===== src/pbr_pkg.sv =====
// shared constants and carriers for the button and reset pin block
package pbr_pkg;

	// register byte addresses
	localparam logic [15:0] PBR_BTN_CTRL_ADDR  = 16'h4005;
	localparam logic [15:0] PBR_RST_CTRL_ADDR  = 16'h4006;
	localparam logic [15:0] PBR_IRQ_FLAG_ADDR  = 16'h4011;
	localparam logic [15:0] PBR_IRQ_MASK_ADDR  = 16'h4019;

	// field positions
	localparam int PBR_SECOND_ACT_LSB = 8;
	localparam int PBR_FIRST_ACT_LSB  = 4;
	localparam int PBR_LEVEL_STS_BIT  = 3;
	localparam int PBR_HOLD_TO_LSB    = 0;
	localparam int PBR_EDGE_FLAG_BIT  = 12;
	localparam int PBR_AUX_SLEEP_BIT  = 6;
	localparam int PBR_SLP_MASK_BIT   = 5;
	localparam int PBR_SLP_DRIVE_BIT  = 4;
	localparam int PBR_REL_DLY_LSB    = 0;

	// reset values
	localparam logic [1:0] PBR_FIRST_ACT_RST  = 2'h0;
	localparam logic [1:0] PBR_SECOND_ACT_RST = 2'h1;
	localparam logic [1:0] PBR_HOLD_TO_RST    = 2'h0;
	localparam logic [1:0] PBR_REL_DLY_RST    = 2'h3;
	localparam logic       PBR_MASK_RST       = 1'b1;
	localparam logic       PBR_SLEEP_BIT_RST  = 1'b1;

	// action encodings
	localparam logic [1:0] PBR_ACT_NONE = 2'h0; // second field: interrupt
	localparam logic [1:0] PBR_ACT_ON   = 2'h1;
	localparam logic [1:0] PBR_ACT_OFF  = 2'h2;

	// timing
	localparam longint PBR_CLK_HZ        = 100000000;
	localparam longint PBR_HOLD_BASE_S   = 1;
	localparam longint PBR_REL_DLY0_MS   = 3;
	localparam longint PBR_REL_DLY1_MS   = 11;
	localparam longint PBR_REL_DLY2_MS   = 51;
	localparam longint PBR_REL_DLY3_MS   = 101;
	localparam int     PBR_DEBOUNCE_CYC  = 2000;
	localparam int     PBR_HOLD_BASE_CYC = int'(PBR_HOLD_BASE_S * PBR_CLK_HZ);
	localparam int     PBR_REL_DLY0_CYC  = int'(PBR_REL_DLY0_MS * PBR_CLK_HZ / 1000);
	localparam int     PBR_REL_DLY1_CYC  = int'(PBR_REL_DLY1_MS * PBR_CLK_HZ / 1000);
	localparam int     PBR_REL_DLY2_CYC  = int'(PBR_REL_DLY2_MS * PBR_CLK_HZ / 1000);
	localparam int     PBR_REL_DLY3_CYC  = int'(PBR_REL_DLY3_MS * PBR_CLK_HZ / 1000);

	typedef enum logic [1:0] {
		PBR_PWR_OFF   = 2'b00,
		PBR_PWR_ON    = 2'b01,
		PBR_PWR_SLEEP = 2'b10
	} pbr_pwr_e;

	typedef enum logic [1:0] {
		PBR_HOLD_IDLE   = 2'b00,
		PBR_HOLD_SECOND = 2'b01,
		PBR_HOLD_THIRD  = 2'b10,
		PBR_HOLD_DONE   = 2'b11
	} pbr_hold_e;

	typedef struct packed {
		logic        wr;
		logic        rd;
		logic [15:0] addr;
		logic [15:0] wdata;
	} pbr_reg_req_s;

	typedef struct packed {
		logic on_req;
		logic off_req;
		logic hw_reset;
	} pbr_pwr_req_s;

endpackage : pbr_pkg


===== src/pbr_debounce.sv =====
`timescale 1ns/100ps
// level filter: a new level is taken only after it stays stable
module pbr_debounce #(
	parameter int FILTER_CYC = 2000
) (
	input  wire logic clk_in,
	input  wire logic nrst_in,
	input  wire logic raw_in,
	output logic      level_out
);
	import pbr_pkg::*;

	typedef struct packed {
		logic        level;
		logic [31:0] cnt;
	} pbr_deb_s;

	pbr_deb_s st_r;
	pbr_deb_s st_nxt;

	if (FILTER_CYC < 1) begin : g_chk
		$error("pbr_debounce: FILTER_CYC must be at least 1");
	end

	// count agreeing samples; any bounce restarts the wait
	always_comb begin
		st_nxt = st_r;
		if (raw_in == st_r.level) begin
			st_nxt.cnt = 32'h0;
		end else if (st_r.cnt >= 32'(FILTER_CYC - 1)) begin
			st_nxt.level = raw_in;
			st_nxt.cnt   = 32'h0;
		end else begin
			st_nxt.cnt = st_r.cnt + 32'h1;
		end
	end

	// idle level is high: both filtered pins rest deasserted
	always_ff @(posedge clk_in) begin
		if (!nrst_in) begin
			st_r <= '{level: 1'b1, cnt: 32'h0};
		end else begin
			st_r <= st_nxt;
		end
	end

	assign level_out = st_r.level;

endmodule : pbr_debounce


===== src/pbr_delay_cnt.sv =====
`timescale 1ns/100ps
// one-shot down counter: load starts it, done pulses when it runs out
module pbr_delay_cnt #(
	parameter int W = 32
) (
	input  wire logic         clk_in,
	input  wire logic         nrst_in,
	input  wire logic         load_in,
	input  wire logic [W-1:0] value_in,
	input  wire logic         cancel_in,
	output logic              done_out,
	output logic              busy_out
);
	import pbr_pkg::*;

	typedef struct packed {
		logic         busy;
		logic         done;
		logic [W-1:0] cnt;
	} pbr_cnt_s;

	pbr_cnt_s st_r;
	pbr_cnt_s st_nxt;

	if (W < 2 || W > 32) begin : g_chk
		$error("pbr_delay_cnt: W must lie in 2..32");
	end

	// load wins over cancel so a restart is never lost
	always_comb begin
		st_nxt      = st_r;
		st_nxt.done = 1'b0;
		if (load_in) begin
			st_nxt.busy = 1'b1;
			st_nxt.cnt  = value_in;
		end else if (cancel_in) begin
			st_nxt.busy = 1'b0;
		end else if (st_r.busy) begin
			if (st_r.cnt <= W'(1)) begin
				st_nxt.busy = 1'b0;
				st_nxt.done = 1'b1;
			end else begin
				st_nxt.cnt = st_r.cnt - W'(1);
			end
		end
	end

	always_ff @(posedge clk_in) begin
		if (!nrst_in) begin
			st_r <= '0;
		end else begin
			st_r <= st_nxt;
		end
	end

	assign done_out = st_r.done;
	assign busy_out = st_r.busy;

endmodule : pbr_delay_cnt


===== src/pbr_button_reset.sv =====
`timescale 1ns/100ps
module pbr_button_reset
	import pbr_pkg::*;
#(
	parameter int DEBOUNCE_CYC  = pbr_pkg::PBR_DEBOUNCE_CYC,
	parameter int HOLD_BASE_CYC = pbr_pkg::PBR_HOLD_BASE_CYC,
	parameter int REL_DLY0_CYC  = pbr_pkg::PBR_REL_DLY0_CYC,
	parameter int REL_DLY1_CYC  = pbr_pkg::PBR_REL_DLY1_CYC,
	parameter int REL_DLY2_CYC  = pbr_pkg::PBR_REL_DLY2_CYC,
	parameter int REL_DLY3_CYC  = pbr_pkg::PBR_REL_DLY3_CYC
) (
	input  wire logic                  clk_in,
	input  wire logic                  nrst_in,
	input  wire pbr_pkg::pbr_reg_req_s reg_req_in,
	input  wire logic                  user_unlocked_in,
	output logic [15:0]                reg_rdata_out,
	input  wire pbr_pkg::pbr_pwr_e     pwr_state_in,
	input  wire logic                  on_done_in,
	input  wire logic                  button_n_in,
	input  wire logic                  rst_pin_in,
	output logic                       rst_pin_out,
	output logic                       rst_pin_oe_out,
	output pbr_pkg::pbr_pwr_req_s      pwr_req_out,
	output logic                       button_irq_out,
	output logic                       on_state_out,
	output logic                       sleep_state_out,
	output logic                       aux_reset_out
);
	import pbr_pkg::*;

	typedef struct packed {
		logic [1:0]  first_act;
		logic [1:0]  second_act;
		logic [1:0]  hold_to;
		logic        edge_flag;
		logic        flag_mask;
		logic        aux_sleep;
		logic        sleep_mask;
		logic        sleep_drive;
		logic [1:0]  rel_dly;
		pbr_hold_e   phase;
		logic        rst_hold;
		logic        btn_prev;
		logic        rpin_prev;
		logic        on_req;
		logic        off_req;
		logic        hw_rst;
		logic        irq;
		logic        on_ind;
		logic        slp_ind;
		logic        aux_rst;
		logic        drive_low;
		logic [15:0] rdata;
	} pbr_core_s;

	localparam pbr_core_s CORE_RST = '{
		first_act:   PBR_FIRST_ACT_RST,
		second_act:  PBR_SECOND_ACT_RST,
		hold_to:     PBR_HOLD_TO_RST,
		edge_flag:   1'b0,
		flag_mask:   PBR_MASK_RST,
		aux_sleep:   PBR_SLEEP_BIT_RST,
		sleep_mask:  PBR_SLEEP_BIT_RST,
		sleep_drive: PBR_SLEEP_BIT_RST,
		rel_dly:     PBR_REL_DLY_RST,
		phase:       PBR_HOLD_IDLE,
		rst_hold:    1'b0,
		btn_prev:    1'b1,
		rpin_prev:   1'b1,
		on_req:      1'b0,
		off_req:     1'b0,
		hw_rst:      1'b0,
		irq:         1'b0,
		on_ind:      1'b0,
		slp_ind:     1'b0,
		aux_rst:     1'b1,
		drive_low:   1'b1,
		rdata:       16'h0
	};

	// the longest hold is eight base periods and must fit the counter
	if (HOLD_BASE_CYC < 1 || HOLD_BASE_CYC > 32'h0fffffff) begin : g_chk_hold
		$error("pbr_button_reset: HOLD_BASE_CYC out of range");
	end
	if (REL_DLY0_CYC < 1 || REL_DLY1_CYC < 1 || REL_DLY2_CYC < 1
		|| REL_DLY3_CYC < 1) begin : g_chk_rel
		$error("pbr_button_reset: release delays must be at least 1");
	end

	pbr_core_s   st_r;
	pbr_core_s   st_nxt;
	logic        btn_lvl;
	logic        rpin_lvl;
	logic        hold_load;
	logic        hold_cancel;
	logic [31:0] hold_val;
	logic        hold_done;
	logic        rel_load;
	logic [31:0] rel_val;
	logic        rel_done;
	logic        btn_fall;
	logic        btn_rise;
	logic        ext_rst;
	logic        locked_ok;

	pbr_debounce #(
		.FILTER_CYC (DEBOUNCE_CYC)
	) u_btn_deb (
		.clk_in    (clk_in),
		.nrst_in   (nrst_in),
		.raw_in    (button_n_in),
		.level_out (btn_lvl)
	);

	// the reset pin is filtered too so glitches do not reboot the part
	pbr_debounce #(
		.FILTER_CYC (DEBOUNCE_CYC)
	) u_rpin_deb (
		.clk_in    (clk_in),
		.nrst_in   (nrst_in),
		.raw_in    (rst_pin_in),
		.level_out (rpin_lvl)
	);

	pbr_delay_cnt #(
		.W (32)
	) u_hold_cnt (
		.clk_in    (clk_in),
		.nrst_in   (nrst_in),
		.load_in   (hold_load),
		.value_in  (hold_val),
		.cancel_in (hold_cancel),
		.done_out  (hold_done),
		.busy_out  ()
	);

	pbr_delay_cnt #(
		.W (32)
	) u_rel_cnt (
		.clk_in    (clk_in),
		.nrst_in   (nrst_in),
		.load_in   (rel_load),
		.value_in  (rel_val),
		.cancel_in (ext_rst),
		.done_out  (rel_done),
		.busy_out  ()
	);

	// edges of the filtered button, high level means released
	assign btn_fall = st_r.btn_prev && !btn_lvl;
	assign btn_rise = !st_r.btn_prev && btn_lvl;

	assign hold_val = 32'(HOLD_BASE_CYC) << st_r.hold_to;

	assign hold_load = btn_fall
		|| (hold_done && st_r.phase == PBR_HOLD_SECOND);
	assign hold_cancel = btn_rise;

	always_comb begin
		case (st_r.rel_dly)
			2'h0:    rel_val = 32'(REL_DLY0_CYC);
			2'h1:    rel_val = 32'(REL_DLY1_CYC);
			2'h2:    rel_val = 32'(REL_DLY2_CYC);
			default: rel_val = 32'(REL_DLY3_CYC);
		endcase
	end
	assign rel_load = on_done_in;

	// only a fall we did not cause counts as a request
	assign ext_rst = st_r.rpin_prev && !rpin_lvl && !st_r.drive_low
		&& !(pwr_state_in == PBR_PWR_SLEEP && st_r.sleep_mask);

	// locked fields only change once unlocked
	assign locked_ok = reg_req_in.wr && user_unlocked_in;

	always_comb begin
		st_nxt           = st_r;
		st_nxt.btn_prev  = btn_lvl;
		st_nxt.rpin_prev = rpin_lvl;
		st_nxt.on_req    = 1'b0;
		st_nxt.off_req   = 1'b0;
		st_nxt.hw_rst    = 1'b0;

		// register writes go first so hardware sets below can override
		if (locked_ok && reg_req_in.addr == PBR_BTN_CTRL_ADDR) begin
			st_nxt.second_act = reg_req_in.wdata[PBR_SECOND_ACT_LSB +: 2];
			st_nxt.first_act  = reg_req_in.wdata[PBR_FIRST_ACT_LSB +: 2];
			st_nxt.hold_to    = reg_req_in.wdata[PBR_HOLD_TO_LSB +: 2];
		end
		if (locked_ok && reg_req_in.addr == PBR_RST_CTRL_ADDR) begin
			st_nxt.aux_sleep   = reg_req_in.wdata[PBR_AUX_SLEEP_BIT];
			st_nxt.sleep_mask  = reg_req_in.wdata[PBR_SLP_MASK_BIT];
			st_nxt.sleep_drive = reg_req_in.wdata[PBR_SLP_DRIVE_BIT];
			st_nxt.rel_dly     = reg_req_in.wdata[PBR_REL_DLY_LSB +: 2];
		end
		// mask is not behind the key
		if (reg_req_in.wr && reg_req_in.addr == PBR_IRQ_MASK_ADDR) begin
			st_nxt.flag_mask = reg_req_in.wdata[PBR_EDGE_FLAG_BIT];
		end
		if (reg_req_in.wr && reg_req_in.addr == PBR_IRQ_FLAG_ADDR
			&& reg_req_in.wdata[PBR_EDGE_FLAG_BIT]) begin
			st_nxt.edge_flag = 1'b0;
		end

		// both edges raise the event; set beats clear
		if (btn_fall || btn_rise) begin
			st_nxt.edge_flag = 1'b1;
		end

		if (btn_fall) begin
			st_nxt.on_req  = (st_r.first_act == PBR_ACT_ON);
			st_nxt.off_req = (st_r.first_act == PBR_ACT_OFF);
		end

		// hold sequence: second then third action
		case (st_r.phase)
			PBR_HOLD_IDLE: begin
				if (btn_fall) begin
					st_nxt.phase = PBR_HOLD_SECOND;
				end
			end
			PBR_HOLD_SECOND: begin
				if (btn_rise) begin
					st_nxt.phase = PBR_HOLD_IDLE;
				end else if (hold_done) begin
					st_nxt.phase = PBR_HOLD_THIRD;
					case (st_r.second_act)
						PBR_ACT_NONE: st_nxt.edge_flag = 1'b1;
						PBR_ACT_ON:   st_nxt.on_req = 1'b1;
						PBR_ACT_OFF:  st_nxt.off_req = 1'b1;
						default:      ;
					endcase
				end
			end
			PBR_HOLD_THIRD: begin
				if (btn_rise) begin
					st_nxt.phase = PBR_HOLD_IDLE;
				end else if (hold_done) begin
					st_nxt.phase   = PBR_HOLD_DONE;
					st_nxt.off_req = 1'b1;
				end
			end
			PBR_HOLD_DONE: begin
				if (btn_rise) begin
					st_nxt.phase = PBR_HOLD_IDLE;
				end
			end
			default: st_nxt.phase = PBR_HOLD_IDLE;
		endcase
		// a fresh press during any phase restarts the sequence
		if (btn_fall) begin
			st_nxt.phase = PBR_HOLD_SECOND;
		end

		// external reset returns registers to defaults
		// the request makes the sequencer go OFF then ON
		// done before the pin and indicators so they keep the power state
		if (ext_rst) begin
			st_nxt           = CORE_RST;
			st_nxt.btn_prev  = btn_lvl;
			st_nxt.rpin_prev = rpin_lvl;
			st_nxt.hw_rst    = 1'b1;
		end

		// keep pin low until the delay runs out
		if (on_done_in) begin
			st_nxt.rst_hold = 1'b1;
		end else if (rel_done) begin
			st_nxt.rst_hold = 1'b0;
		end

		case (pwr_state_in)
			PBR_PWR_OFF:   st_nxt.drive_low = 1'b1;
			PBR_PWR_SLEEP: st_nxt.drive_low = st_r.sleep_drive;
			default:       st_nxt.drive_low = st_nxt.rst_hold;
		endcase

		st_nxt.on_ind  = (pwr_state_in == PBR_PWR_ON);
		st_nxt.slp_ind = (pwr_state_in == PBR_PWR_SLEEP);
		// aux reset in OFF, bit in SLEEP
		case (pwr_state_in)
			PBR_PWR_OFF:   st_nxt.aux_rst = 1'b1;
			PBR_PWR_SLEEP: st_nxt.aux_rst = st_r.aux_sleep;
			default:       st_nxt.aux_rst = 1'b0;
		endcase

		// masked flag cannot reach the interrupt
		st_nxt.irq = st_nxt.edge_flag && !st_nxt.flag_mask;

		// readback; unmapped addresses read zero
		if (reg_req_in.rd) begin
			st_nxt.rdata = 16'h0;
			case (reg_req_in.addr)
				PBR_BTN_CTRL_ADDR: begin
					st_nxt.rdata[PBR_SECOND_ACT_LSB +: 2] = st_r.second_act;
					st_nxt.rdata[PBR_FIRST_ACT_LSB +: 2]  = st_r.first_act;
					st_nxt.rdata[PBR_LEVEL_STS_BIT]       = btn_lvl;
					st_nxt.rdata[PBR_HOLD_TO_LSB +: 2]    = st_r.hold_to;
				end
				PBR_RST_CTRL_ADDR: begin
					st_nxt.rdata[PBR_AUX_SLEEP_BIT]     = st_r.aux_sleep;
					st_nxt.rdata[PBR_SLP_MASK_BIT]      = st_r.sleep_mask;
					st_nxt.rdata[PBR_SLP_DRIVE_BIT]     = st_r.sleep_drive;
					st_nxt.rdata[PBR_REL_DLY_LSB +: 2]  = st_r.rel_dly;
				end
				PBR_IRQ_FLAG_ADDR:
					st_nxt.rdata[PBR_EDGE_FLAG_BIT] = st_r.edge_flag;
				PBR_IRQ_MASK_ADDR:
					st_nxt.rdata[PBR_EDGE_FLAG_BIT] = st_r.flag_mask;
				default: st_nxt.rdata = 16'h0;
			endcase
		end
	end

	// the pin comes up driven low so nothing downstream starts early
	always_ff @(posedge clk_in) begin
		if (!nrst_in) begin
			st_r <= CORE_RST;
		end else begin
			st_r <= st_nxt;
		end
	end

	// open drain: only ever pull low
	assign rst_pin_out          = 1'b0;
	assign rst_pin_oe_out       = st_r.drive_low;
	assign reg_rdata_out        = st_r.rdata;
	assign pwr_req_out.on_req   = st_r.on_req;
	assign pwr_req_out.off_req  = st_r.off_req;
	assign pwr_req_out.hw_reset = st_r.hw_rst;
	assign button_irq_out       = st_r.irq;
	assign on_state_out         = st_r.on_ind;
	assign sleep_state_out      = st_r.slp_ind;
	assign aux_reset_out        = st_r.aux_rst;

endmodule : pbr_button_reset


===== config.mk =====
export PLATFORM = sky130hd
export DESIGN_NAME = pbr_button_reset
export DESIGN_NICKNAME = d
export VERILOG_FILES = /design/src/pbr_pkg.sv /design/src/pbr_debounce.sv /design/src/pbr_delay_cnt.sv /design/src/pbr_button_reset.sv
export SDC_FILE = /design/constraint.sdc
export NUM_CORES = 1
export LEC_CHECK = 0
export ABC_CLOCK_PERIOD_IN_PS = 5100
export BUFFER_PORTS_ARGS = -buffer_cell sky130_fd_sc_hd__buf_2
export CAP_MARGIN = 20
export CORE_ASPECT_RATIO = 0.9
export CORE_MARGIN = 10
export CORE_UTILIZATION = 49
export CTS_CLUSTER_SIZE = 30
export DETAILED_ROUTE_END_ITERATION = 16
export PLACE_DENSITY = 0.68
export SLEW_MARGIN = 5
export SYNTH_ARGS = -nofsm -noshare
export SYNTH_HDL_FRONTEND = slang
export SYNTH_SLANG_ARGS = --single-unit

===== constraint.sdc =====
create_clock -name clk_in -period 5.1 [get_ports clk_in]
set_input_delay 0.765 -clock clk_in [delete_from_list [all_inputs] [get_ports clk_in]]
set_output_delay 0.765 -clock clk_in [all_outputs]
set_load 0.02 [all_outputs]

Word-level counts from Yosys, hierarchy flattened
Cells that the tools add are included.
- bits in read-only memories: 0
- memories kept: 0
- output and inout port bits: 25
- bits in registers: 169
- RAM bits: 0
- bits in latches: 0
- input bits: 42
- $mul: 0
- shift operators: 1
- div/mod/pow operators: 0
- bitwise operators: 6
- reduce and logical (&&, ||, !) cells: 41
- multiplexer cells: 51
- equal/unequal tests: 28
- add/sub/neg operators: 4
- order comparisons: 4
- operators with widths (operator ; count):
    $mux 32 ; 6
    $pmux 24 s3 ; 1
    $mux 34 ; 2
    $add 32x1->32 const B ; 2
    $eq 16x15->1 const B ; 4
    $ge 32x11->1 const B ; 2
    $le 32x1->1 const B ; 2
    $sub 32x1->32 const B ; 2
    $mux 36 ; 1
    $shl 27x2->32 const A ; 1
    $mux 2 ; 12
    $mux 1 ; 20
    $logic_and 1x1->1 ; 14
    $mux 13 ; 1
    $eq 2x2->1 const B ; 6
    $ne 2x2->1 const B ; 6
    $eq 2x1->1 const B ; 5
    $reduce_or 3->1 ; 3
    $logic_not 2->1 ; 4
    $ne 4x3->1 const B ; 2
    $pmux 1 s2 ; 4
    $pmux 2 s2 ; 2
    $reduce_and 4->1 ; 2
    $reduce_or 4->1 ; 2
    12 further kinds ; 29

Logic depth before layout (Yosys ltp)
- depth in word-level cells: 13
- depth in mapped cells: 9
- gate-level depth less buffers: 8

Modules after synthesis
Synthesis repeated with hierarchy kept, for this count alone.
- cells, all modules: 874
- area total of the unflattened synthesis: 7931.4 sq um
- by module, submodules not included (module ; sequential area each (sq um) ; cells an instance ; instances ; area each (sq um)):
    pbr_delay_cnt ; 680.7 ; 233 ; 2 ; 1960.6
    pbr_debounce ; 660.6 ; 89 ; 2 ; 1017.2
    pbr_button_reset ; 700.7 ; 230 ; 1 ; 1975.6

Least setup slack after synthesis
No wires, ideal clock.
- kind: input to register
- start point: input port reg_req_in[29] in the netlist's numbering
- end point: register st_r, in the netlist reg_rdata_out[4]
- data required time: 5034 ps
- buffers on the path: 0
- stages on the path: 6
- arrival time: 2330 ps
- path slack: 2704 ps
- cells stage by stage: nor4b_1 nand4_1 or2_2 nor3_1 a222oi_1 nor2_1
- word-level cells in the longest chain between the ends: 3
- elaborated cells between the ends (all ways): 4
- RTL lines (element ; RTL line ; text):
    start: declaration ; pbr_button_reset.sv:14 ; input wire pbr_pkg::pbr_reg_req_s reg_req_in,
    $eq 16x15->1 ; pbr_button_reset.sv:293 ; case (reg_req_in.addr)
    $pmux 2 s2 * ; pbr_button_reset.sv:293 ;
    $mux 13 * ; pbr_button_reset.sv:291 ; if (reg_req_in.rd) begin
    end signal: assignment ; pbr_button_reset.sv:320 ; st_r <= st_nxt;
    end: declaration ; pbr_button_reset.sv:90 ; pbr_core_s st_r;
Every way passes the cells marked *; elsewhere a longest branch is shown, timed or not.
A chain may end at the register's enable or synchronous reset.

Worst setup path in the final report
- start point: register u_hold_cnt.st_r[24] in the netlist's numbering
- end point: register u_hold_cnt.st_r[22] in the netlist's numbering
- word-level cells in the longest chain between the ends: 3
- RTL lines (element ; RTL line ; text):
    start: declaration ; pbr_delay_cnt.sv:22 ; pbr_cnt_s st_r;
    start signal: assignment ; pbr_delay_cnt.sv:52 ; st_r <= st_nxt;
    $le 32x1->1 ; pbr_delay_cnt.sv:39 ; if (st_r.cnt <= W'(1)) begin
    $ne 2x2->1 (no source line) ; -- ;
    $reduce_and 3->1 (no source line) ; -- ;
No other way between the ends.

==> impl_metrics.csv <==
group,metric,value,unit
sta,worst_slack,2.24,ns
sta,grt_setup_unrepaired,"no",
global_route,grt_pass1_wl,26.0,mm
yosys,syn_inst,819,
placement,pre_cts_ws,2.19,ns
setup_path,endpoint_kind,"flop",
yosys,syn-cell-area,7510,um^2
floorplanning,start_util,50.5,%
yosys,synth_top_area_share,45.1,%
setup_path,reg2reg_to,"u_hold_cnt.st_r[22]$_SDFFE_PN0P_",
yosys,synth-async-reset-ratio,0,%
yosys,yosys.area.top_type,"dfxtp_1",
sta,slew_viol_final,0,
clock_tree,clk_latency,0.43,ns
setup_path,r2r_setup_slack,2.24,ns
yosys,synthTopCellsByArea,"dfxtp_1, nor2_1, xor2_1, a21oi_1, ha_1",
clock_tree,root_buffer,"clkbuf_16",
setup_path,crit_path_start_kind,"flop",
clock_tree,ctsResizeCount,0,
hold_path,worstHoldPathCells,1,
clock_tree,post_cts_buffers,0,
setup_path,critPathTopFamily,"simple AND/OR/NAND/NOR gates",
yosys,ys.warnings.count,0,
setup_path,worst-path-buf-inv,0,
global_route,first_global_vias,5442,
global_route,grtUsageTotal,15.4,%
route,viasPerCell,5.38,
setup_path,slowest_delay,0.69,ns
sta,max_freq,350,MHz
route,routed_wl,15.7,mm
route,drtIter0Drc,520,
power,p_leak,0.00337,uW
floorplanning,die_w,150,um
yosys,ys_seq_elements,169,
yosys,synthFlopType,"dfxtp_1",
layout,layout_common_cells,"dfxtp_1, nor2_1, a21oi_1, conb_1, buf_2",
global_route,grt_max_degree,35,
run_status,status,"finished, final reports clean",
floorplanning,core,14900,um^2
route,dr_total_vias,5942,
power,vdd_drop_max,0.286,mV
sta,skew,0.0124,ns
clock_tree,cts_sinks,169,
floorplanning,num_rows,42,
sta,tightest_slew,0.959,ns
global_route,gr-total-overflow,0,
hold_path,min_path_type,"reg -> reg",
setup_path,crit_path_start,"u_hold_cnt.st_r[24]$_SDFFE_PN0P_",
sta,hold_viol_final,0,
clock_tree,path_clk_slew,0.06,ns
sta,relSlewSlack,35.5,%
hold_path,min_from,"u_btn_deb.st_r[0]$_SDFF_PP0_",
hold_path,holdPathEnd,"u_btn_deb.st_r[0]$_SDFF_PP0_",
layout,layout-drive-gt1-share,13.1,%
layout,fin_util,57.5,%
layout,fillers,1346,
setup_path,crit_chain,"or4_4 > nor4_4 > nand4_2 > a21oi_4 > o21ai_0 > a21oi_1",
yosys,yosys.cell_types.count,74,
placement,dp.cells,1073,
yosys,syn_avg_cell_area,9.17,um^2
placement,place.gp.congestion,0.838,
placement,hpwl,10.9,mm
placement,numPortBuffers,50,
setup_path,worst_r2r_path_depth,6,
setup_path,arrival,3.21,ns
clock_tree,cts_tree,"done",
clock_tree,clockBufferDepth,2,
power,power.density,381,nW/um^2
clock_tree,cts_htree_levels,4,
setup_path,required,5.45,ns
route,firstDrtPassIters,5,
sta,setup_violations,0,
route,postRouteAntennaNets,0,
layout,final_cells,1105,
sta,tns,0,ns
layout,diodes,0,
floorplanning,fp.dieH,137,um
yosys,yosysSeqAreaShare,45.1,%
setup_path,worstPathMaxFanout,26,
run,max_cap_violations,0,
global_route,antenna_found_initial,0,
yosys,synth_edf_count,0,
layout,syn2layout_area_growth,13.8,%
layout,nets,953,
setup_path,setup.worst_path.class,"reg -> reg",
layout,regArea,3380,um^2
clock_tree,cts_buffers,17,
setup_path,critPathSlowestCell,"a21oi_4",
floorplanning,ios,67,
route,drcViolationCount,0,
setup_path,timing.rr.start,"u_hold_cnt.st_r[24]$_SDFFE_PN0P_",
sta,period_needed,2.86,ns
floorplanning,dieArea,20700,um^2
layout,final_common_cell,"dfxtp_1",
clock_tree,postCtsHoldBufs,0,
layout,multi_input_area,3920,um^2
sta,period_share,56.1,%
route,wl_per_cell,14.2,um
[area by class of cell]
| cell class | instances | area share [%] |
|---|---|---|
| clock buffers | 20 | 5.46 |
| flip-flops and latches | 169 | 39.6 |
| repair buffers | 54 | 3.28 |
| multi-input cells | 628 | 45.8 |
| inverters | 24 | 1.05 |
| clock inverters | 12 | 1.90 |
| well taps | 198 | 2.90 |
[cell usage after synthesis (all sizes together) (16+ instances only)]
| cell type | instances |
|---|---|
| dfxtp | 169 |
| nor2 | 108 |
| a21oi | 52 |
| nand2 | 49 |
| o21ai | 39 |
| xor2 | 37 |
| nand3 | 32 |
| buf | 31 |
| nor4 | 31 |
| nor3 | 25 |
| inv | 23 |
| ha | 17 |
| clkbuf | 16 |
[worst register-to-register path: cells and delay by family (launching register included)]
family / cells / cell delay, ns
AND/OR/NAND/NOR: 3 / 1.40
AO/OA/AOI/OAI: 3 / 1.04
flip-flops: 1 / 0.34
[routing by layer]
metal  vias to the layer above  track usage (%)  share of wire (%)
met4                         0             5.23                1.4
met5                         -                0                  0
met1                      2741             20.3                 48
met2                       161             23.3                 43
met3                        15             4.76                7.6
li1                       3025                -                  -
[flip-flops by register name, indices dropped and copies added (netlist names)]
signal and count:
u_btn_deb.level_out 1, u_rel_cnt.st_r 32, u_hold_cnt.done_out 1, pwr_req_out 3
u_hold_cnt.st_r 32, st_r 18, u_hold_cnt.busy_out 1, aux_reset_out 1
u_rel_cnt.done_out 1, reg_rdata_out 9, rst_pin_oe_out 1, u_rel_cnt.busy_out 1
u_rpin_deb.st_r 32, u_rpin_deb.level_out 1, button_irq_out 1, sleep_state_out 1
u_btn_deb.st_r 32, on_state_out 1
[through the flow]
stage,hold WS (ns),area (um^2),total power (uW)
6_report,0.439,8550,3260
2_1_floorplan,0.413,7690,1820
3_3_place_gp,0.426,7920,1920
5_1_grt,0.465,8550,3400
3_5_place_dp,0.432,7920,1920
4_1_cts,0.442,8550,3280
[kinds of logic (layout without fill, tap and decap cells)]
logic type | Yosys count | in the layout | share of synthesized area (%)
adders and majority gates | 17 | 17 | 2.83
DFF | 169 | 169 | 45.1
other | 1 | 50 | 0.0499
and+or+nand+nor | 333 | 333 | 24.4
buffers and inverters | 71 | 110 | 5.23
xor gates and xnor gates | 52 | 52 | 6.07
muxes | 13 | 13 | 1.73
AOI/OAI and AO/OA | 163 | 163 | 14.6
[report_power, final]
group	leakage [uW]	switching, uW	total (uW)	internal (uW)
logic	0.00169	292	459	167
registers	0.00139	56.9	1440	1380
clock network	0.000297	541	1360	815
total	0.00337	890	3260	2370
[worst max path at each step]
| stage | slack [ns] | depth (start not counted) | endpoint |
|---|---|---|---|
| after floorplan | 2.70 | 6 | reg_rdata_out[4]$_SDFFE_PN0P_ |
| after global placement | 2.20 | 7 | reg_rdata_out[4]$_SDFFE_PN0P_ |
| after detailed placement | 2.19 | 7 | reg_rdata_out[4]$_SDFFE_PN0P_ |
| after CTS | 2.28 | 6 | u_hold_cnt.st_r[22]$_SDFFE_PN0P_ |
| after global routing | 2.02 | 6 | u_hold_cnt.st_r[4]$_SDFFE_PN0P_ |
| final | 2.24 | 6 | u_hold_cnt.st_r[22]$_SDFFE_PN0P_ |
(Power assumes the default switching activity.)
